<file path="config.mk">
export PLATFORM = sky130hd
export DESIGN_NAME = wavext_top
export DESIGN_NICKNAME = d
export VERILOG_FILES = /design/src/rtl/wavext_pkg.sv /design/src/rtl/wavext_top.sv
export SDC_FILE = /design/constraint.sdc
export NUM_CORES = 1
export LEC_CHECK = 0
export ABC_CLOCK_PERIOD_IN_PS = 2300
export BUFFER_PORTS_ARGS = -buffer_cell sky130_fd_sc_hd__buf_4
export CAP_MARGIN = 10
export CORE_UTILIZATION = 40
export CTS_CLUSTER_DIAMETER = 120
export DETAILED_ROUTE_END_ITERATION = 12
export GPL_TIMING_DRIVEN = 1
export PLACE_DENSITY_LB_ADDON = 0.15
export SLEW_MARGIN = 25
export SYNTH_ARGS = -nofsm -noshare
export SYNTH_HDL_FRONTEND = slang
export SYNTH_SLANG_ARGS = --single-unit
</file>
<file path="constraint.sdc">
create_clock -name aclk -period 2.3 [get_ports aclk]
set_clock_uncertainty 0.1 [all_clocks]
set_input_delay 0.46 -clock aclk [delete_from_list [all_inputs] [get_ports aclk]]
set_output_delay 0.46 -clock aclk [all_outputs]
set_load 0.1 [all_outputs]
</file>
<file path="src/rtl/wavext_pkg.sv">
package wavext_pkg;
  // register byte addresses (registers at their printed order, one word each)
  localparam logic [5:0] ctrl_addr          = 6'h00;
  localparam logic [5:0] fault_mask_addr    = 6'h04;
  localparam logic [5:0] fault_ctrl_addr    = 6'h08;
  localparam logic [5:0] status_addr        = 6'h0C;
  localparam logic [5:0] dt_both_addr       = 6'h10;
  localparam logic [5:0] dt_both_buf_addr   = 6'h14;
  localparam logic [5:0] low_dt_addr        = 6'h18;
  localparam logic [5:0] high_dt_addr       = 6'h1C;
  localparam logic [5:0] low_dt_buf_addr    = 6'h20;
  localparam logic [5:0] high_dt_buf_addr   = 6'h24;
  localparam logic [5:0] override_addr      = 6'h28;
  localparam logic [5:0] lock_addr          = 6'h2C;
  localparam logic [5:0] dir_addr           = 6'h30;
  // control register fields
  localparam int ctrl_pattern_bit  = 5;
  localparam int ctrl_common_bit   = 4;
  // fault control fields
  localparam int fctl_dbg_bit      = 4;
  localparam int fctl_mode_bit     = 2;
  localparam logic [1:0] fault_act_none     = 2'h0;
  localparam logic [1:0] fault_act_cleardir = 2'h3;
  // status fields
  localparam int stat_fault_bit    = 2;
  localparam int stat_hbufv_bit    = 1;
  localparam int stat_lbufv_bit    = 0;
  // reset values
  localparam logic [7:0] reg8_reset = 8'h00;
  localparam int num_channels = 4;
  localparam logic [1:0] resp_okay   = 2'h0;
  localparam logic [1:0] resp_slverr = 2'h2;
  typedef enum logic [1:0] {
    wavext_run   = 2'b01,
    wavext_fault = 2'b10
  } wavext_fault_e;
endpackage

</file>
<file path="src/rtl/wavext_top.sv">
// The address map and register access over AXI4-Lite were decided locally.
`timescale 1ns/100ps
// What this block does
// - outside pattern mode, each generator turns its timer waveform, or channel A's in common mode, into a complementary pair
// - low side is the waveform, high side its inverse, dead time between
// - both sides held low during dead time
// - four identical generators share one double-buffered low/high dead-time setting
// - 8-bit counter decrements each clock and stops at zero
// - nonzero counter forces both sides off
// - rising edge reloads low-side value, falling edge reloads high-side value
// - pattern mode bypasses dead time and reuses its storage as a pattern
// - in pattern mode, override-enabled pins carry the channel A waveform
// - buffered values copy to active registers only on timer update
// - dead-time enabled channel's pins follow override bits, not compare enables
// - any masked event channel is a fault; selected channels are ORed
// - direction-clear action clears port direction bits on fault
// - fault sets detect flag and timer error flag, raises enabled error interrupt
// - fault action takes effect within two clock cycles
// - latched restore waits for inactive input and cleared flag, then update
// - cycle-by-cycle restore waits for inactive input, then update
// - leaving fault restores direction bits of enabled dead-time channels
// - fault keeps override register but blocks software writes to it
// - lock bit blocks writes to control, override and fault mask registers
// - fault action code 00 means none, 11 means clear directions
// - restore mode bit clear is latched, set is cycle-by-cycle
// - dead-time values count peripheral clock cycles
// - debugger break is a fault unless the debug-break disable bit is set
module wavext_top (
  input  wire logic        aclk,            // peripheral clock, 100 MHz
  input  wire logic        aresetn,         // synchronous reset, active low
  input  wire logic [5:0]  s_axi_awaddr,    // write address
  input  wire logic        s_axi_awvalid,   // write address valid
  output logic             s_axi_awready,   // write address ready
  input  wire logic [31:0] s_axi_wdata,     // write data
  input  wire logic [3:0]  s_axi_wstrb,     // write strobes
  input  wire logic        s_axi_wvalid,    // write data valid
  output logic             s_axi_wready,    // write data ready
  output logic [1:0]       s_axi_bresp,     // write response
  output logic             s_axi_bvalid,    // write response valid
  input  wire logic        s_axi_bready,    // write response ready
  input  wire logic [5:0]  s_axi_araddr,    // read address
  input  wire logic        s_axi_arvalid,   // read address valid
  output logic             s_axi_arready,   // read address ready
  output logic [31:0]      s_axi_rdata,     // read data
  output logic [1:0]       s_axi_rresp,     // read response
  output logic             s_axi_rvalid,    // read data valid
  input  wire logic        s_axi_rready,    // read data ready
  input  wire logic [3:0]  wave_in,         // timer waveform per compare channel
  input  wire logic [3:0]  compare_output_enable, // timer per-channel output enables
  input  wire logic        update_pulse,    // timer update condition, one cycle
  input  wire logic        lock_update,     // timer lock-update flag
  input  wire logic [7:0]  event_in,        // event channels
  input  wire logic        debug_break,     // debugger break request
  output logic [7:0]       pin_out,         // port output value
  output logic [7:0]       pin_override,    // per-pin override of port output
  output logic [7:0]       pin_dir,         // port direction, 1 = output
  output logic             timer_error_flag,// error flag set into timer, high each cycle after fault input is active
  output logic             error_irq        // error interrupt request, level
);

  localparam int nch = wavext_pkg::num_channels;

  // software registers
  logic [7:0] ctrl;
  logic [7:0] fault_mask;
  logic [7:0] fault_ctrl;
  logic [7:0] low_dt;
  logic [7:0] high_dt;
  logic [7:0] low_dt_buf;
  logic [7:0] high_dt_buf;
  logic       low_bufv;
  logic       high_bufv;
  logic [7:0] override_enable_bits;
  logic       lock;
  logic       error_irq_en;
  logic [7:0] dir_soft;
  logic       fault_flag;
  wavext_pkg::wavext_fault_e fstate;

  // axi write path: address and data captured independently
  logic       aw_held;
  logic       w_held;
  logic [5:0] aw_addr;
  logic [31:0] w_data;
  logic [3:0] w_strb;

  wire do_write = aw_held && w_held && !s_axi_bvalid;
  wire wr_lane0 = do_write && w_strb[0];
  wire [7:0] wbyte = w_data[7:0];

  function automatic logic hit(input logic [5:0] a, input logic [5:0] r);
    return a == r;
  endfunction

  wire known_w = hit(aw_addr, wavext_pkg::ctrl_addr) || hit(aw_addr, wavext_pkg::fault_mask_addr)
    || hit(aw_addr, wavext_pkg::fault_ctrl_addr) || hit(aw_addr, wavext_pkg::status_addr)
    || hit(aw_addr, wavext_pkg::dt_both_addr) || hit(aw_addr, wavext_pkg::dt_both_buf_addr)
    || hit(aw_addr, wavext_pkg::low_dt_addr) || hit(aw_addr, wavext_pkg::high_dt_addr)
    || hit(aw_addr, wavext_pkg::low_dt_buf_addr) || hit(aw_addr, wavext_pkg::high_dt_buf_addr)
    || hit(aw_addr, wavext_pkg::override_addr) || hit(aw_addr, wavext_pkg::lock_addr)
    || hit(aw_addr, wavext_pkg::dir_addr);

  wire in_fault = (fstate == wavext_pkg::wavext_fault);
  wire wr_ctrl  = wr_lane0 && hit(aw_addr, wavext_pkg::ctrl_addr) && !lock;
  wire wr_mask  = wr_lane0 && hit(aw_addr, wavext_pkg::fault_mask_addr) && !lock;
  wire wr_fctl  = wr_lane0 && hit(aw_addr, wavext_pkg::fault_ctrl_addr);
  wire wr_stat  = wr_lane0 && hit(aw_addr, wavext_pkg::status_addr);
  wire wr_both  = wr_lane0 && hit(aw_addr, wavext_pkg::dt_both_addr);
  wire wr_bothb = wr_lane0 && hit(aw_addr, wavext_pkg::dt_both_buf_addr);
  wire wr_low   = wr_both || (wr_lane0 && hit(aw_addr, wavext_pkg::low_dt_addr));
  wire wr_high  = wr_both || (wr_lane0 && hit(aw_addr, wavext_pkg::high_dt_addr));
  wire wr_lowb  = wr_bothb || (wr_lane0 && hit(aw_addr, wavext_pkg::low_dt_buf_addr));
  wire wr_highb = wr_bothb || (wr_lane0 && hit(aw_addr, wavext_pkg::high_dt_buf_addr));
  wire wr_ovr   = wr_lane0 && hit(aw_addr, wavext_pkg::override_addr) && !lock && !fault_flag
                  && !in_fault;
  wire wr_lock  = wr_lane0 && hit(aw_addr, wavext_pkg::lock_addr);
  wire wr_dir   = wr_lane0 && hit(aw_addr, wavext_pkg::dir_addr);

  // fault detection
  wire [1:0] fault_act   = fault_ctrl[1:0];
  wire       prot_on     = (fault_act == wavext_pkg::fault_act_cleardir);
  wire       dbg_fault   = debug_break && !fault_ctrl[wavext_pkg::fctl_dbg_bit];
  wire       fault_input = prot_on && ((|(event_in & fault_mask)) || dbg_fault);
  wire       cyc_mode    = fault_ctrl[wavext_pkg::fctl_mode_bit];
  wire       flag_clr    = wr_stat && wbyte[wavext_pkg::stat_fault_bit];
  // set wins over a clear in the same cycle
  wire       next_fault_flag = fault_input || (fault_flag && !flag_clr);
  wire       may_leave   = !fault_input && (cyc_mode || !fault_flag);

  wavext_pkg::wavext_fault_e next_fstate;
  always_comb begin
    next_fstate = fstate;
    case (fstate)
      wavext_pkg::wavext_run:
        if (fault_input) next_fstate = wavext_pkg::wavext_fault;
      wavext_pkg::wavext_fault:
        if (may_leave && update_pulse) next_fstate = wavext_pkg::wavext_run;
      default: next_fstate = wavext_pkg::wavext_run;
    endcase
  end

  // buffered update, held off by the timer lock-update flag
  wire upd = update_pulse && !lock_update;

  always_ff @(posedge aclk) begin
    if (!aresetn) begin
      ctrl                 <= wavext_pkg::reg8_reset;
      fault_mask           <= wavext_pkg::reg8_reset;
      fault_ctrl           <= wavext_pkg::reg8_reset;
      low_dt               <= wavext_pkg::reg8_reset;
      high_dt              <= wavext_pkg::reg8_reset;
      low_dt_buf           <= wavext_pkg::reg8_reset;
      high_dt_buf          <= wavext_pkg::reg8_reset;
      low_bufv             <= 1'b0;
      high_bufv            <= 1'b0;
      override_enable_bits <= wavext_pkg::reg8_reset;
      lock                 <= 1'b0;
      error_irq_en         <= 1'b0;
      dir_soft             <= wavext_pkg::reg8_reset;
      fault_flag           <= 1'b0;
      fstate               <= wavext_pkg::wavext_run;
    end else begin
      fstate     <= next_fstate;
      fault_flag <= next_fault_flag;
      if (wr_ctrl) ctrl <= {2'h0, wbyte[5:0]};
      if (wr_mask) fault_mask <= wbyte;
      if (wr_fctl) fault_ctrl <= {3'h0, wbyte[4], 1'b0, wbyte[2:0]};
      if (wr_ovr) override_enable_bits <= wbyte;
      // lock only sets; cleared by reset alone
      if (wr_lock && wbyte[0]) lock <= 1'b1;
      if (wr_lock) error_irq_en <= wbyte[1];
      if (wr_dir) dir_soft <= wbyte;
      // active values load from buffers on update
      if (wr_low) low_dt <= wbyte;
      else if (upd && low_bufv) low_dt <= low_dt_buf;
      if (wr_high) high_dt <= wbyte;
      else if (upd && high_bufv) high_dt <= high_dt_buf;
      if (wr_lowb) low_dt_buf <= wbyte;
      if (wr_highb) high_dt_buf <= wbyte;
      low_bufv  <= wr_lowb || (low_bufv && !upd);
      high_bufv <= wr_highb || (high_bufv && !upd);
    end
  end

  // dead-time generators
  wire        pattern_mode = ctrl[wavext_pkg::ctrl_pattern_bit];
  wire        common_mode  = ctrl[wavext_pkg::ctrl_common_bit];
  wire [3:0]  dt_enable    = ctrl[3:0];
  wire        ext_on       = pattern_mode || common_mode || (|dt_enable);
  logic [3:0] wave_q;
  wire  [3:0] low_side;
  wire  [3:0] high_side;

  genvar g;
  generate
    for (g = 0; g < nch; g++) begin : gen_dt
      logic [7:0] dt_count;
      wire src   = common_mode ? wave_in[0] : wave_in[g];
      wire rise  = src && !wave_q[g];
      wire fall  = !src && wave_q[g];
      // counter value after this cycle; outputs settle from it
      wire [7:0] next_count = rise ? low_dt : (fall ? high_dt :
                              ((dt_count != 8'h00) ? dt_count - 8'h01 : 8'h00));
      always_ff @(posedge aclk) begin
        if (!aresetn) begin
          dt_count     <= 8'h00;
          wave_q[g]    <= 1'b0;
        end else begin
          wave_q[g]    <= src;
          dt_count     <= next_count;
        end
      end
      // no side register of its own: the pin flop is the single stage
      assign low_side[g]  = (next_count == 8'h00) && src;
      assign high_side[g] = (next_count == 8'h00) && !src;
    end
  endgenerate

  // pin assembly: channel n uses pins 2n (low) and 2n+1 (high)
  logic [7:0] dt_pins;
  logic [7:0] dt_owned;
  always_comb begin
    for (int i = 0; i < nch; i++) begin
      dt_pins[2*i]    = low_side[i];
      dt_pins[2*i+1]  = high_side[i];
      dt_owned[2*i]   = dt_enable[i];
      dt_owned[2*i+1] = dt_enable[i];
    end
  end

  logic [7:0] cmp_pins;
  always_comb begin
    for (int i = 0; i < nch; i++) begin
      cmp_pins[2*i]   = compare_output_enable[i];
      cmp_pins[2*i+1] = 1'b0;
    end
  end

  // pattern mode: active low dead-time register holds the pattern, override pins carry channel a
  wire [7:0] pat_value = low_dt;
  wire [7:0] pat_out   = (override_enable_bits & {8{wave_in[0]}})
                         | (~override_enable_bits & pat_value);
  // override bits rule owned pins, compare enables the rest
  wire [7:0] next_override = !ext_on ? cmp_pins
                           : pattern_mode ? override_enable_bits
                           : ((dt_owned & override_enable_bits) | (~dt_owned & cmp_pins));
  wire [7:0] next_out = pattern_mode ? pat_out : dt_pins;
  // enabled channel pins go to input while faulted, restored on exit
  wire       clear_dir = prot_on && (in_fault || fault_input);
  wire [7:0] dir_mask  = pattern_mode ? 8'hFF : dt_owned;
  wire [7:0] next_dir  = clear_dir ? (dir_soft & ~dir_mask) : dir_soft;

  always_ff @(posedge aclk) begin
    if (!aresetn) begin
      pin_out          <= 8'h00;
      pin_override     <= 8'h00;
      pin_dir          <= 8'h00;
      timer_error_flag <= 1'b0;
      error_irq        <= 1'b0;
    end else begin
      pin_out          <= next_out;
      pin_override     <= next_override;
      pin_dir          <= next_dir;
      timer_error_flag <= fault_input;
      error_irq        <= next_fault_flag && error_irq_en;
    end
  end

  // axi handshakes
  always_ff @(posedge aclk) begin
    if (!aresetn) begin
      aw_held       <= 1'b0;
      w_held        <= 1'b0;
      aw_addr       <= 6'h00;
      w_data        <= 32'h0000_0000;
      w_strb        <= 4'h0;
      s_axi_awready <= 1'b0;
      s_axi_wready  <= 1'b0;
      s_axi_bvalid  <= 1'b0;
      s_axi_bresp   <= wavext_pkg::resp_okay;
    end else begin
      s_axi_awready <= !aw_held && !s_axi_awready && s_axi_awvalid;
      s_axi_wready  <= !w_held && !s_axi_wready && s_axi_wvalid;
      if (s_axi_awvalid && s_axi_awready) begin
        aw_held <= 1'b1;
        aw_addr <= s_axi_awaddr;
      end
      if (s_axi_wvalid && s_axi_wready) begin
        w_held <= 1'b1;
        w_data <= s_axi_wdata;
        w_strb <= s_axi_wstrb;
      end
      if (do_write) begin
        aw_held      <= 1'b0;
        w_held       <= 1'b0;
        s_axi_bvalid <= 1'b1;
        s_axi_bresp  <= known_w ? wavext_pkg::resp_okay : wavext_pkg::resp_slverr;
      end else if (s_axi_bready) begin
        s_axi_bvalid <= 1'b0;
      end
    end
  end

  wire [7:0] status = {5'h00, fault_flag, high_bufv, low_bufv};
  logic [7:0] rd_byte;
  logic       rd_ok;
  always_comb begin
    rd_ok = 1'b1;
    case (s_axi_araddr)
      wavext_pkg::ctrl_addr:        rd_byte = ctrl;
      wavext_pkg::fault_mask_addr:  rd_byte = fault_mask;
      wavext_pkg::fault_ctrl_addr:  rd_byte = fault_ctrl;
      wavext_pkg::status_addr:      rd_byte = status;
      wavext_pkg::low_dt_addr:      rd_byte = low_dt;
      wavext_pkg::high_dt_addr:     rd_byte = high_dt;
      wavext_pkg::low_dt_buf_addr:  rd_byte = low_dt_buf;
      wavext_pkg::high_dt_buf_addr: rd_byte = high_dt_buf;
      wavext_pkg::override_addr:    rd_byte = override_enable_bits;
      wavext_pkg::lock_addr:        rd_byte = {6'h00, error_irq_en, lock};
      wavext_pkg::dir_addr:         rd_byte = dir_soft;
      wavext_pkg::dt_both_addr:     rd_byte = 8'h00;
      wavext_pkg::dt_both_buf_addr: rd_byte = 8'h00;
      default: begin
        rd_byte = 8'h00;
        rd_ok   = 1'b0;
      end
    endcase
  end

  always_ff @(posedge aclk) begin
    if (!aresetn) begin
      s_axi_arready <= 1'b0;
      s_axi_rvalid  <= 1'b0;
      s_axi_rdata   <= 32'h0000_0000;
      s_axi_rresp   <= wavext_pkg::resp_okay;
    end else begin
      s_axi_arready <= s_axi_arvalid && !s_axi_arready && !s_axi_rvalid;
      if (s_axi_arvalid && s_axi_arready) begin
        s_axi_rvalid <= 1'b1;
        s_axi_rdata  <= {24'h000000, rd_byte};
        s_axi_rresp  <= rd_ok ? wavext_pkg::resp_okay : wavext_pkg::resp_slverr;
      end else if (s_axi_rready) begin
        s_axi_rvalid <= 1'b0;
      end
    end
  end

endmodule

</file>
* Yosys cells after proc, flatten, opt, wreduce, memory -nomap -nowiden
Index checks and enable logic that the tools add are counted.
Word-level totals: register bits after elaboration 169, input port bits 74, output and inout bits 67
Operators by class: add/subtract/negate cells 4, equality and inequality tests 29, multiplexer cells 35, bitwise operators 12, reductions and logical operators 127
Operator list (count):
- 2-to-1 mux 8 bit | 20
- one-hot mux 8 bit (11 select lines) | 1
- equality test 6 bit, second input constant | 10
- logical AND 1 bit | 60
- equality test 6 x 5 -> 1 bit, second input constant | 8
- bitwise AND 8 bit | 5
- zero test 8 bit | 4
- nonzero test 8 bit | 4
- subtractor 8 x 1 -> 8 bit, second input constant | 4
- equality test 6 x 4 -> 1 bit, second input constant | 4
- logical OR 1 bit | 24
- inverter 8 bit | 3
- zero test 1 bit | 23
- bitwise OR 8 bit | 2
- OR reduction 13 bit | 1
- equality test 6 x 3 -> 1 bit, second input constant | 2
- zero test 6 bit | 2
- bitwise AND 8 x 7 -> 8 bit | 1
- 2-to-1 mux 1 bit | 8
- 2-to-1 mux 2 bit | 4
- nonzero test 2 bit | 4
- OR reduction 8 bit | 1
- 2-to-1 mux 7 bit | 1
- equality test 2 bit, second input constant | 2
- other kinds (8) | 9

* Depth between registers and ports, before layout
Gate-level depths: netlist of the first run.
depth in word-level cells 14, depth in mapped cells 8, mapped depth without buffers 8

* Worst setup path before layout of the first run
OpenSTA, ideal clock, no wires.
path type reg-to-reg, start register s_axi_arready, end register s_axi_rdata[1], library setup time 0.070 ns, arrival 2.360 ns, path slack -0.231 ns, stages on the path, launching flop included 7, period minus slack after synthesis 2.531 ns, path through dfxtp_1 > nand2_1 > nor2_1 > a21boi_0 > inv_1 > a31o_2 > a21oi_1
On the way: word-level cells in the longest chain between the ends 1
RTL lines:
- start: declaration | RTL line wavext_top.sv:43 | output logic s_axi_arready,
- start signal: assignment | RTL line wavext_top.sv:337 | s_axi_arready <= s_axi_arvalid && !s_axi_arready && !s_axi_rvalid;
- logical AND 1 bit | RTL line wavext_top.sv:338 | if (s_axi_arvalid && s_axi_arready) begin
- end signal: assignment | RTL line wavext_top.sv:340 | s_axi_rdata <= {24'h000000, rd_byte};
- end: declaration | RTL line wavext_top.sv:44 | output logic [31:0] s_axi_rdata,
No other way between the ends. A chain may end at the register's enable or synchronous reset.

* Worst setup path in the final report of the first run
start register gen_dt[3].dt_count[1], end register pin_out[7]
On the way: word-level cells in the longest chain between the ends 7, elaborated cells on any way between the ends 8, classes of those cells 1 x add/sub; 4 x mux; 3 x reduce/logical
RTL lines:
- start: declaration | RTL line wavext_top.sv:197 | logic [7:0] dt_count;
- start signal: assignment | RTL line wavext_top.sv:210 | dt_count <= next_count;
- subtractor 8 x 1 -> 8 bit or nonzero test 8 bit (tied branches) | RTL line wavext_top.sv:203 | ((dt_count != 8'h00) ? dt_count - 8'h01 : 8'h00));
- 2-to-1 mux 8 bit (*) | RTL line wavext_top.sv:203
- 2-to-1 mux 8 bit (*) (2 in a row) | RTL line wavext_top.sv:202 | wire [7:0] next_count = rise ? low_dt : (fall ? high_dt :
- zero test 8 bit (*) | RTL line wavext_top.sv:215 | assign high_side[g] = (next_count == 8'h00) && !src;
- logical AND 1 bit (*) | RTL line wavext_top.sv:215
- 2-to-1 mux 8 bit (*) | RTL line wavext_top.sv:247 | wire [7:0] next_out = pattern_mode ? pat_out : dt_pins;
- end signal: assignment | RTL line wavext_top.sv:261 | pin_out <= next_out;
- end: declaration | RTL line wavext_top.sv:54 | output logic [7:0] pin_out,
Every way passes the cells marked *; elsewhere a longest branch is shown, timed or not.

==> impl_metrics.py, run 1 <==
metrics = {
    "drt": {
        "initialDrtViolationCount": 575,
        "vias": 7277,
        "ant_nets": 0,
        "wl_per_cell_microns": 18.0,
        "via_per_inst": 5.48,
        "firstDrtPassIters": 8,
        "drc": 0,
        "routed_wl_mm": 23.9,
    },
    "layout": {
        "num-fill-cells": 1910,
        "drive_gt1_share_pct": 21.9,
        "mostFrequentLayoutCell": "dfxtp_1",
        "ff_latch_area_sq_um": 3350,
        "layout.nets": 1127,
        "multi_input_area_sq_um": 4480,
        "syn_to_final_growth_pct": 21.3,
        "finalNonFillerCells": 1327,
        "mostFrequentLayoutCells": "dfxtp_1, buf_4, nor2_1",
        "post-route-util_pct": 50.1,
        "antenna_cells": 0,
    },
    "logic_synthesis": {
        "synthesis.area_sq_um": 8140,
        "ys_seq_elements": 167,
        "yosysUniqueCellTypes": 76,
        "synth_top_flop_cell": "dfxtp_1",
        "synth-compound-area-share_pct": 17.1,
        "synth.yosys.warnings": 0,
        "synth_top_family_by_area": "simple AND/OR/NAND/NOR gates",
        "synth_edf_count": 0,
        "muxShareOfSynthArea_pct": 9.24,
        "synth-async-reset-ratio_pct": 0,
        "avgSynthCellArea_sq_um": 8.66,
        "syn_inst": 940,
        "synth_xor_xnor_area_share_pct": 1.81,
        "synth-simple-area-share_pct": 24.1,
        "synth_adder_area_share_pct": 0.615,
        "seq_area_frac_synth_pct": 41.1,
    },
    "clock_network": {
        "clock-sinks": 167,
        "cts-root-buf": "clkbuf_16",
        "h-tree-depth": 4,
        "hold_buffers": 0,
        "cts_tree": "done",
        "clk_pin_slew_ns": 0.07,
        "clock_latency_ns": 0.43,
        "cts_max_path_buffers": 2,
        "cts_buffers": 17,
    },
    "setup_path": {
        "max_stage_delay_ns": 0.55,
        "startpoint_type": "flop",
        "crit_family": "simple AND/OR/NAND/NOR gates",
        "r2r_start": "gen_dt[3].dt_count[1]$_SDFF_PN0_",
        "worstSetupStartpoint": "gen_dt[3].dt_count[1]$_SDFF_PN0_",
        "worst_r2r_path_depth": 6,
        "crit_chain": "or4_4 > o21a_1 > o311a_4 > nor4_4 > nand4_1 > a21oi_2",
        "worstSetupEndpoint": "pin_out[7]$_SDFF_PN0_",
        "critPathSlowestCell": "or4_4",
        "rr_endpoint": "pin_out[7]$_SDFF_PN0_",
        "crit_path_max_fanout": 4,
        "end_kind": "flop",
        "cp_data_arrival_time_ns": 2.47,
        "worst-r2r-setup-slack_ns": 0.09,
        "critPathBufInv": 0,
        "cp.depth": 6,
        "cp_data_required_time_ns": 2.56,
        "worstSetupPathType": "flop to flop",
    },
    "timing": {
        "hold_viol_final": 0,
        "setup-violations-final": 0,
        "finalCritPeriodShare_pct": 96.1,
        "worstMarginPinSlew_ns": 0.757,
        "drv_slew": 0,
        "max-slew-margin-rel_pct": 49.4,
        "timing.fmax_mhz": 452,
        "fin_hold_ws_ns": 0.165,
        "finalWorstSetupSlack_ns": 0.0890,
        "period_needed_ns": 2.21,
    },
    "placement": {
        "io_buffers": 87,
        "preCtsSetupSlack_ns": -0.0337,
        "place_hpwl_mm": 16.9,
        "dp_cells": 1292,
        "gp_congestion": 0.932,
    },
    "worst_hold_path": {
        "min_path_type": "input pin to flop",
        "hp-start": "s_axi_wvalid",
    },
    "floorplan": {
        "rows": 51,
        "start_util_pct": 41.3,
        "dieWidth_microns": 145,
        "die_h_microns": 145,
        "coreArea_sq_um": 19700,
        "design.portCount": 141,
        "die_area_sq_um": 20900,
    },
    "power": {
        "ir_drop_mv": 0.513,
        "powerDensity_nw_per_um2": 801,
        "total_leakage_power_nw": 4.05,
    },
    "global_routing": {
        "grt_pass1_wl_mm": 36.9,
        "grt_pass1_vias": 6808,
        "antenna_found_initial": 0,
        "grt_max_degree": 56,
        "grtUsageTotal_pct": 23.6,
        "globalRouteOverflowTotal": 0,
    },
    "run_status": {
        "status": "complete, no violations",
    },
    "job": {
        "cap_violations": 0,
    },
}
==> worst register-to-register path: cells and delay by family, from the launching register on <==
family / cells / cell delay, ns
DFF: 1 / 0.32
and+or+nand+nor: 3 / 1.02
AOI/OAI and AO/OA: 3 / 0.72
==> cell usage after synthesis (5+ instances only) <==
| library cell | number | share of area (%) |
|---|---|---|
| mux2i_1 | 56 | 6.9 |
| clkbuf_1 | 46 | 2.1 |
| a22oi_1 | 22 | 2.0 |
| o22ai_1 | 8 | 0.61 |
| or3_1 | 7 | 0.54 |
| nand3b_1 | 6 | 0.55 |
| nand3_1 | 45 | 2.8 |
| and2_1 | 20 | 1.5 |
| dfxtp_1 | 167 | 41 |
| and3_1 | 5 | 0.38 |
| nor3_1 | 19 | 1.2 |
| or2_2 | 5 | 0.38 |
| buf_4 | 26 | 2.4 |
| nor4_1 | 6 | 0.46 |
| xor2_1 | 8 | 0.86 |
| buf_2 | 5 | 0.31 |
| nand2_1 | 93 | 4.3 |
| mux2_2 | 7 | 0.97 |
| a311oi_1 | 16 | 1.7 |
| inv_1 | 18 | 0.83 |
| o21a_1 | 8 | 0.74 |
| nor2_1 | 132 | 6.1 |
| a22o_1 | 5 | 0.54 |
| xnor2_1 | 7 | 0.75 |
| nand2b_1 | 15 | 1.2 |
| a21oi_1 | 54 | 3.3 |
| o211a_1 | 9 | 1.1 |
| o21ai_0 | 15 | 0.92 |
| a222oi_1 | 14 | 1.7 |
| nor2b_1 | 9 | 0.69 |
==> stage by stage <==
step	setup TNS [ns]	total power [W]	area, sq um
floorplan	0	0.00470	8240
global placement	-0.0609	0.00523	9240
detailed placement	-0.0505	0.00524	9240
CTS	0	0.00787	9780
global route	-0.0233	0.00829	9870
finish	0	0.00791	9870
==> flip-flops by register name (all words and copies together), names as in the netlist, 2 cells and up <==
name,flops
low_dt_buf,8
wave_q,4
high_dt_buf,8
ctrl,6
pin_out,8
aw_addr,6
fault_mask,8
dir_soft,8
fault_ctrl,4
pin_override,8
high_dt,8
s_axi_rdata,8
gen_dt.dt_count,32
low_dt,8
override_enable_bits,8
w_data,8
pin_dir,8
fstate,2
==> report_power, final <==
group          switching (W)  total, W  internal, W
clock network        0.00123   0.00261      0.00139
logic                0.00119   0.00209     0.000897
registers           0.000169   0.00321      0.00304
==> metal layers <==
metal / global-route usage [%] / up-vias / part of all wire, %
met5: 0 / - / 0
met3: 5.13 / 48 / 5.5
li1: - / 3556 / -
met2: 38.6 / 256 / 47
met1: 29.9 / 3417 / 44
met4: 10.1 / 0 / 3.1
==> worst min-delay path by stage <==
stage	endpoint	slack, ns	depth (start not counted)
2_1_floorplan	w_strb[0]$_SDFFE_PN0P_	0.34	2
4_1_cts	s_axi_wready$_SDFF_PN0_	0.15	3
5_1_grt	w_data[3]$_SDFFE_PN0P_	0.16	3
3_5_place_dp	s_axi_arready$_SDFF_PN0_	0.33	1
3_3_place_gp	s_axi_arready$_SDFF_PN0_	0.33	1
6_report	s_axi_wready$_SDFF_PN0_	0.17	3
==> cell families after synthesis <==
logic type	after synthesis
simple gates	394
compound gates	191
flops	167
buf+inv	99
mux	68
xor+xnor	16
fa+ha+maj	4
other cells	1
==> repair_timing <==
action | in CTS | in global routing
buffers inserted | 0 | 3
gates resized for setup | 2 | 18
hold endpoints to repair | 0 | 0
setup endpoints to repair | 3 | 22
pin swaps | 0 | 8
==> layout make-up <==
class / count / area share (%)
clock inverters: 13 / 1.00
repair buffers: 145 / 11.3
clock buffers: 19 / 4.38
flip-flops and latches: 167 / 33.9
inverters: 19 / 0.735
well taps: 265 / 3.36
multi-input cells: 699 / 45.3
Note: power is estimated with default switching activity, not from simulation.
==> inputs of run 2 (changes only) <==
- ABC_AREA: default -> 1
- ABC_CLOCK_PERIOD_IN_PS: 2300 -> 2200
- clock period: 2.3 -> 2.2 ns (I/O delays scaled with it)
==> run 2 against run 1 <==
  * Register-to-register slack better by 0.10 ns
  * Global-route usage down 0.67 points
  * Die area is 2.2% higher
  * Synthesized cell count increased by 29%
  * Power is 5.9% lower
  * Flip-flop and latch count stayed put
  * Critical path depth grew 6
  * Routed wire length is 0.61% lower
  * Core utilization shrank 1.6 points
  * Synthesized area rose by 2.2%
  * Final cell count up 20%
  * Critical endpoint is now pin_out[2]$_SDFF_PN0_
==> impl_metrics.py, run 2 <==
metrics = {
    "run_status": {
        "status": "complete, no violations",
    },
    "timing": {
        "drv_slew": 0,
        "rsz0062_at_grt": "yes",
        "fin_hold_ws_ns": 0.129,
        "finalWorstSetupSlack_ns": 0.193,
        "worstMarginPinSlew_ns": 0.507,
        "finalCritPeriodShare_pct": 91.2,
        "hold_viol_final": 0,
        "setup-violations-final": 0,
        "period_needed_ns": 2.01,
        "max-slew-margin-rel_pct": 66.1,
        "timing.fmax_mhz": 498,
    },
    "power": {
        "power_w": 0.00744,
        "switching_power_w": 0.00238,
        "p_clk_share_pct": 39.9,
        "comb_power_share_pct": 17.3,
        "ir_drop_mv": 0.536,
        "powerDensity_nw_per_um2": 756,
        "sequentialPowerShare_pct": 42.8,
        "power.share.switching_pct": 32.0,
        "total_leakage_power_nw": 4.49,
        "internal_power_w": 0.00506,
    },
    "global_routing": {
        "grtUsageTotal_pct": 22.9,
        "grt_pass1_vias": 7116,
        "grt_pass1_wl_mm": 38.3,
        "antenna_found_initial": 0,
        "grt_max_degree": 58,
        "globalRouteOverflowTotal": 0,
    },
    "layout": {
        "layout.nets": 1385,
        "multi_input_area_sq_um": 4070,
        "antenna_cells": 0,
        "top_register": "gen_dt.dt_count",
        "num-fill-cells": 2119,
        "finalNonFillerCells": 1590,
        "syn_to_final_growth_pct": 18.3,
        "mostFrequentLayoutCell": "nand2_1",
        "drive_gt1_share_pct": 14.8,
        "ff_latch_area_sq_um": 3340,
        "mostFrequentLayoutCells": "nand2_1, dfxtp_1, inv_1",
        "largest_reg_flops": 32,
    },
    "drt": {
        "firstDrtPassIters": 5,
        "wl_per_cell_microns": 14.9,
        "initialDrtViolationCount": 629,
        "vias": 7931,
        "drc": 0,
        "routed_wl_mm": 23.7,
        "ant_nets": 0,
        "via_per_inst": 4.99,
    },
    "clock_network": {
        "hold_buffers": 0,
        "h-tree-depth": 4,
        "cts_max_path_buffers": 2,
        "clock_latency_ns": 0.44,
        "clock-sinks": 167,
        "clk_pin_slew_ns": 0.07,
        "cts-root-buf": "clkbuf_16",
        "cts_buffers": 17,
        "cts_tree": "done",
    },
    "logic_synthesis": {
        "yosysUniqueCellTypes": 49,
        "seq_area_frac_synth_pct": 40.2,
        "synthesis.area_sq_um": 8320,
        "ys_seq_elements": 167,
        "syn_inst": 1211,
        "yosys-top-cells-area": "dfxtp_1, nand2_1, o21ai_0, a21oi_1, inv_1",
        "synthTopCellsByCount": "nand2_1, dfxtp_1, inv_1, o21ai_0, nor2_1",
        "synth_edf_count": 0,
        "synth_top_area_cell": "dfxtp_1",
        "synth_top_area_share_pct": 40.2,
        "synth_top_flop_cell": "dfxtp_1",
        "avgSynthCellArea_sq_um": 6.87,
        "synth-async-reset-ratio_pct": 0,
        "synth.yosys.warnings": 0,
        "yosysMostFrequentCell": "nand2_1",
    },
    "floorplan": {
        "rows": 52,
        "dieWidth_microns": 146,
        "die_h_microns": 146,
        "start_util_pct": 41.0,
        "die_area_sq_um": 21400,
        "design.portCount": 141,
        "coreArea_sq_um": 20300,
    },
    "setup_path": {
        "worst-r2r-setup-slack_ns": 0.19,
        "worstSetupStartpoint": "ctrl[4]$_SDFFE_PN0P_",
        "cp_data_required_time_ns": 2.46,
        "worstSetupEndpoint": "pin_out[2]$_SDFF_PN0_",
        "startpoint_type": "flop",
        "r2r_start": "ctrl[4]$_SDFFE_PN0P_",
        "cp_data_arrival_time_ns": 2.26,
        "crit_path_max_fanout": 9,
        "worstSetupPathType": "flop to flop",
        "rr_endpoint": "pin_out[2]$_SDFF_PN0_",
        "worst_r2r_path_depth": 12,
        "end_kind": "flop",
    },
    "placement": {
        "preCtsSetupSlack_ns": 0.0708,
        "gp_congestion": 0.902,
        "io_buffers": 87,
        "dp_cells": 1558,
        "place_hpwl_mm": 17.4,
    },
    "worst_hold_path": {
        "min_path_type": "input pin to flop",
        "hold_path_depth": 3,
    },
    "job": {
        "cap_violations": 0,
    },
}
==> run 2: changes by cell type after synthesis, moves of 13 or more <==
cell      before  now
nand2_1       93  246
o21ai_0       15  147
inv_1         18  147
a21oi_1       54  120
mux2i_1       56    0
clkbuf_1      46   21
and2_1        20    0
a22oi_1       22    4
a311oi_1      16    0
nand3_1       45   61
nand2b_1      15    0
a222oi_1      14    0
nand4_1        2   15
==> run 2: cell type report <==
type / instances / area share, %
multi-input combinational: 842 / 41.4
sequential: 167 / 34.0
timing repair buffer: 113 / 8.87
inverter: 166 / 6.38
clock buffer: 19 / 4.60
tap: 270 / 3.43
clock inverter: 13 / 1.37
==> run 2: what timing repair did <==
item	in CTS	in global routing
gates resized for setup	0	5
setup endpoints to repair	0	4
setup buffers	0	0
hold endpoints to repair	0	0
==> run 2: how the worst min path moves through the flow <==
stage,startpoint,end,slack [ns]
after floorplan,aw_held$_SDFFE_PP0P_,s_axi_awready$_SDFF_PN0_,0.30
after global placement,w_held$_SDFFE_PP0P_,s_axi_wready$_SDFF_PN0_,0.32
after detailed placement,aw_held$_SDFFE_PP0P_,s_axi_awready$_SDFF_PN0_,0.33
after CTS,s_axi_awvalid,s_axi_awready$_SDFF_PN0_,0.12
after global routing,s_axi_awvalid,s_axi_awready$_SDFF_PN0_,0.13
final,s_axi_awvalid,s_axi_awready$_SDFF_PN0_,0.13
==> run 2: worst max-delay path: stages (launching register included) <==
cell and delay (ns):
dfxtp_1 0.50, inv_2 0.13, nand2_2 0.13, nand3_2 0.17
nand2_1 0.18, inv_1 0.07, nand2_1 0.06, nand2_1 0.04
nand2_1 0.06, nand2_1 0.05, nor2_1 0.17, nand3_1 0.09
a21oi_1 0.17
==> run 2: power groups by stage <==
stage | combinational [W] | sequential (W) | clock, W
detailed placement | 0.00128 | 0.00325 | 0
floorplan | 0.000949 | 0.00332 | 0
finish | 0.00129 | 0.00318 | 0.00297
CTS | 0.00128 | 0.00318 | 0.00302
global route | 0.00145 | 0.00319 | 0.00316
global placement | 0.00127 | 0.00325 | 0
==> run 2: cell families (layout without fill, tap and decap cells) <==
| logic type | count (synthesis) | after routing | synth area share [%] |
|---|---|---|---|
| compound gates | 303 | 303 | 19.5 |
| simple gates | 500 | 500 | 26.6 |
| other cells | 1 | 26 | 0.0451 |
| buf+inv | 227 | 311 | 12.2 |
| flops | 167 | 167 | 40.2 |
| xor+xnor | 9 | 9 | 0.948 |
| fa+ha+maj | 4 | 4 | 0.602 |
==> run 2: stage by stage <==
step	cell area [sq um]	util [%]	TNS (ns)
detailed placement	9240	45.5	0
CTS	9830	48.4	0
finish	9850	48.5	0
global placement	9240	45.5	0
floorplan	8410	-	0
global route	9850	48.5	-0.0163
==> run 2: metal layers <==
metal  track usage [%]  up-vias  part of all wire, %
met5                 0        -                    0
met4              7.14        0                  1.6
met3              3.59       30                  6.4
met2              34.3      258                   43
met1              33.6     3565                   49
li1                  -     4078                    -
==> inputs of run 3 (changes only) <==
- PLACE_DENSITY_LB_ADDON: 0.15 -> 0.2
==> run 3 against run 2 <==
  * Routed wire length fell by 1.3%
  * Non-clock buffer count decreased by 3
  * Register-to-register slack about the same
  * Worst setup slack got worse by 0.0093 ns
  * Fmax down 0.46%
  * Largest power group unchanged
  * Highest routed layer unchanged
==> impl_metrics.py, run 3 (synthesis results as in run 2) <==
metrics = {
    "timing": {
        "setup-violations-final": 0,
        "max-slew-margin-rel_pct": 66.2,
        "finalCritPeriodShare_pct": 91.6,
        "hold_viol_final": 0,
        "timing.fmax_mhz": 496,
        "rsz0062_at_grt": "no",
        "drv_slew": 0,
        "fin_tns_setup_ns": 0,
        "fin_hold_ws_ns": 0.130,
        "worstMarginPinSlew_ns": 0.506,
        "period_needed_ns": 2.02,
    },
    "layout": {
        "layout.nets": 1382,
        "mostFrequentLayoutCell": "nand2_1",
        "largest_reg_flops": 32,
        "antenna_cells": 0,
        "post-route-util_pct": 48.5,
        "num-fill-cells": 2033,
        "top_register": "gen_dt.dt_count",
        "drive_gt1_share_pct": 14.6,
        "syn_to_final_growth_pct": 18.4,
        "mostFrequentLayoutCells": "nand2_1, dfxtp_1, inv_1",
    },
    "clock_network": {
        "clock-sinks": 167,
        "cts_max_path_buffers": 2,
        "clk_pin_slew_ns": 0.07,
        "cts_tree": "done",
        "clock_latency_ns": 0.44,
        "cts-root-buf": "clkbuf_16",
        "h-tree-depth": 4,
        "cts_buffers": 17,
    },
    "global_routing": {
        "grtUsageTotal_pct": 22.1,
        "grt_pass1_vias": 7106,
        "antenna_found_initial": 0,
        "grt_max_degree": 62,
        "grt_pass1_wl_mm": 37.1,
        "globalRouteOverflowTotal": 0,
    },
    "setup_path": {
        "r2r_start": "ctrl[4]$_SDFFE_PN0P_",
        "crit_path_max_fanout": 9,
        "worstSetupEndpoint": "pin_out[6]$_SDFF_PN0_",
        "cp_data_arrival_time_ns": 2.27,
        "worstSetupStartpoint": "ctrl[4]$_SDFFE_PN0P_",
        "rr_endpoint": "pin_out[6]$_SDFF_PN0_",
        "startpoint_type": "flop",
        "critPathBufInv": 2,
        "max_stage_delay_ns": 0.46,
        "cp.depth": 11,
        "cp_data_required_time_ns": 2.46,
        "worstSetupPathType": "flop to flop",
        "worst_r2r_path_depth": 11,
        "worst-r2r-setup-slack_ns": 0.18,
        "end_kind": "flop",
        "critPathSlowestCell": "dfxtp_1",
        "crit_family": "simple AND/OR/NAND/NOR gates",
        "crit_chain": "nand2_2 > buf_4 > nand2_4 > nand2_4 > clkinv_2 > nand2_1 > nand2_1 > nand3_1 > nor2_1 > nand3_1 > a21oi_1",
    },
    "run_status": {
        "status": "complete, no violations",
    },
    "job": {
        "cap_violations": 0,
    },
    "floorplan": {
        "dieWidth_microns": 146,
        "coreArea_sq_um": 20300,
        "rows": 52,
        "die_area_sq_um": 21400,
        "die_h_microns": 146,
        "design.portCount": 141,
        "start_util_pct": 41.0,
    },
    "power": {
        "powerDensity_nw_per_um2": 771,
        "ir_drop_mv": 0.469,
        "total_leakage_power_nw": 4.48,
    },
    "drt": {
        "firstDrtPassIters": 5,
        "vias": 7872,
        "wl_per_cell_microns": 14.7,
        "drc": 0,
        "ant_nets": 0,
        "routed_wl_mm": 23.4,
        "initialDrtViolationCount": 617,
        "via_per_inst": 4.96,
    },
    "placement": {
        "io_buffers": 87,
        "gp_congestion": 0.912,
        "place_hpwl_mm": 17.2,
    },
    "worst_hold_path": {
        "hp-start": "compare_output_enable[1]",
        "min_path_type": "input pin to flop",
    },
}
[run 3: power breakdown]
group / internal [W] / switching, W / total (W)
Clock: 0.00180 / 0.00133 / 0.00313
Combinational: 0.000368 / 0.000910 / 0.00128
Sequential: 0.00312 / 0.0000638 / 0.00318
[run 3: worst min path at each step]
stage	endpoint	slack (ns)	depth (start not counted)
3_5_place_dp	s_axi_wready$_SDFF_PN0_	0.32	1
3_3_place_gp	s_axi_wready$_SDFF_PN0_	0.32	1
4_1_cts	pin_override[2]$_SDFF_PN0_	0.12	3
2_1_floorplan	s_axi_awready$_SDFF_PN0_	0.30	1
6_report	pin_override[2]$_SDFF_PN0_	0.13	3
5_1_grt	s_axi_awready$_SDFF_PN0_	0.14	3
[run 3: routing by layer]
| metal | track usage, % | routed length (microns) |
|---|---|---|
| met3 | 3.78 | 1470 |
| met4 | 7.50 | 463 |
| met1 | 31.3 | 11100 |
| met2 | 34.0 | 10300 |
| met5 | 0 | 0 |
[run 3: cell type report]
| cell class | count | area (sq um) | share of cell area [%] |
|---|---|---|---|
| clock buffers | 20 | 467 | 4.74 |
| clock inverters | 12 | 153 | 1.55 |
| inverters | 166 | 628 | 6.38 |
| multi-input cells | 842 | 4070 | 41.3 |
| flip-flops and latches | 167 | 3340 | 34.0 |
| well taps | 270 | 338 | 3.43 |
| repair buffers | 110 | 851 | 8.64 |
[run 3: tightest hold or removal path, cell delays in order]
cell and delay, ns:
buf_4 0.08, nor2_1 0.03, nor2_1 0.08
[run 3: stage by stage]
stage | setup slack, ns | instances | total power [W] | cell area (sq um)
2_1_floorplan | 0.281 | 1236 | 0.00427 | 8410
3_3_place_gp | 0.0953 | 1555 | 0.00451 | 9220
3_5_place_dp | 0.0855 | 1555 | 0.00452 | 9220
4_1_cts | 0.0899 | 1587 | 0.00763 | 9840
5_1_grt | 0.00122 | 1587 | 0.00794 | 9850
6_report | 0.184 | 1587 | 0.00759 | 9850
[run 3: repair_timing]
action                                  in CTS  in global routing
endpoints found under the setup margin       0                  4
gates resized for setup                      0                  5
hold buffers                                 0                  0
setup buffers                                0                  0
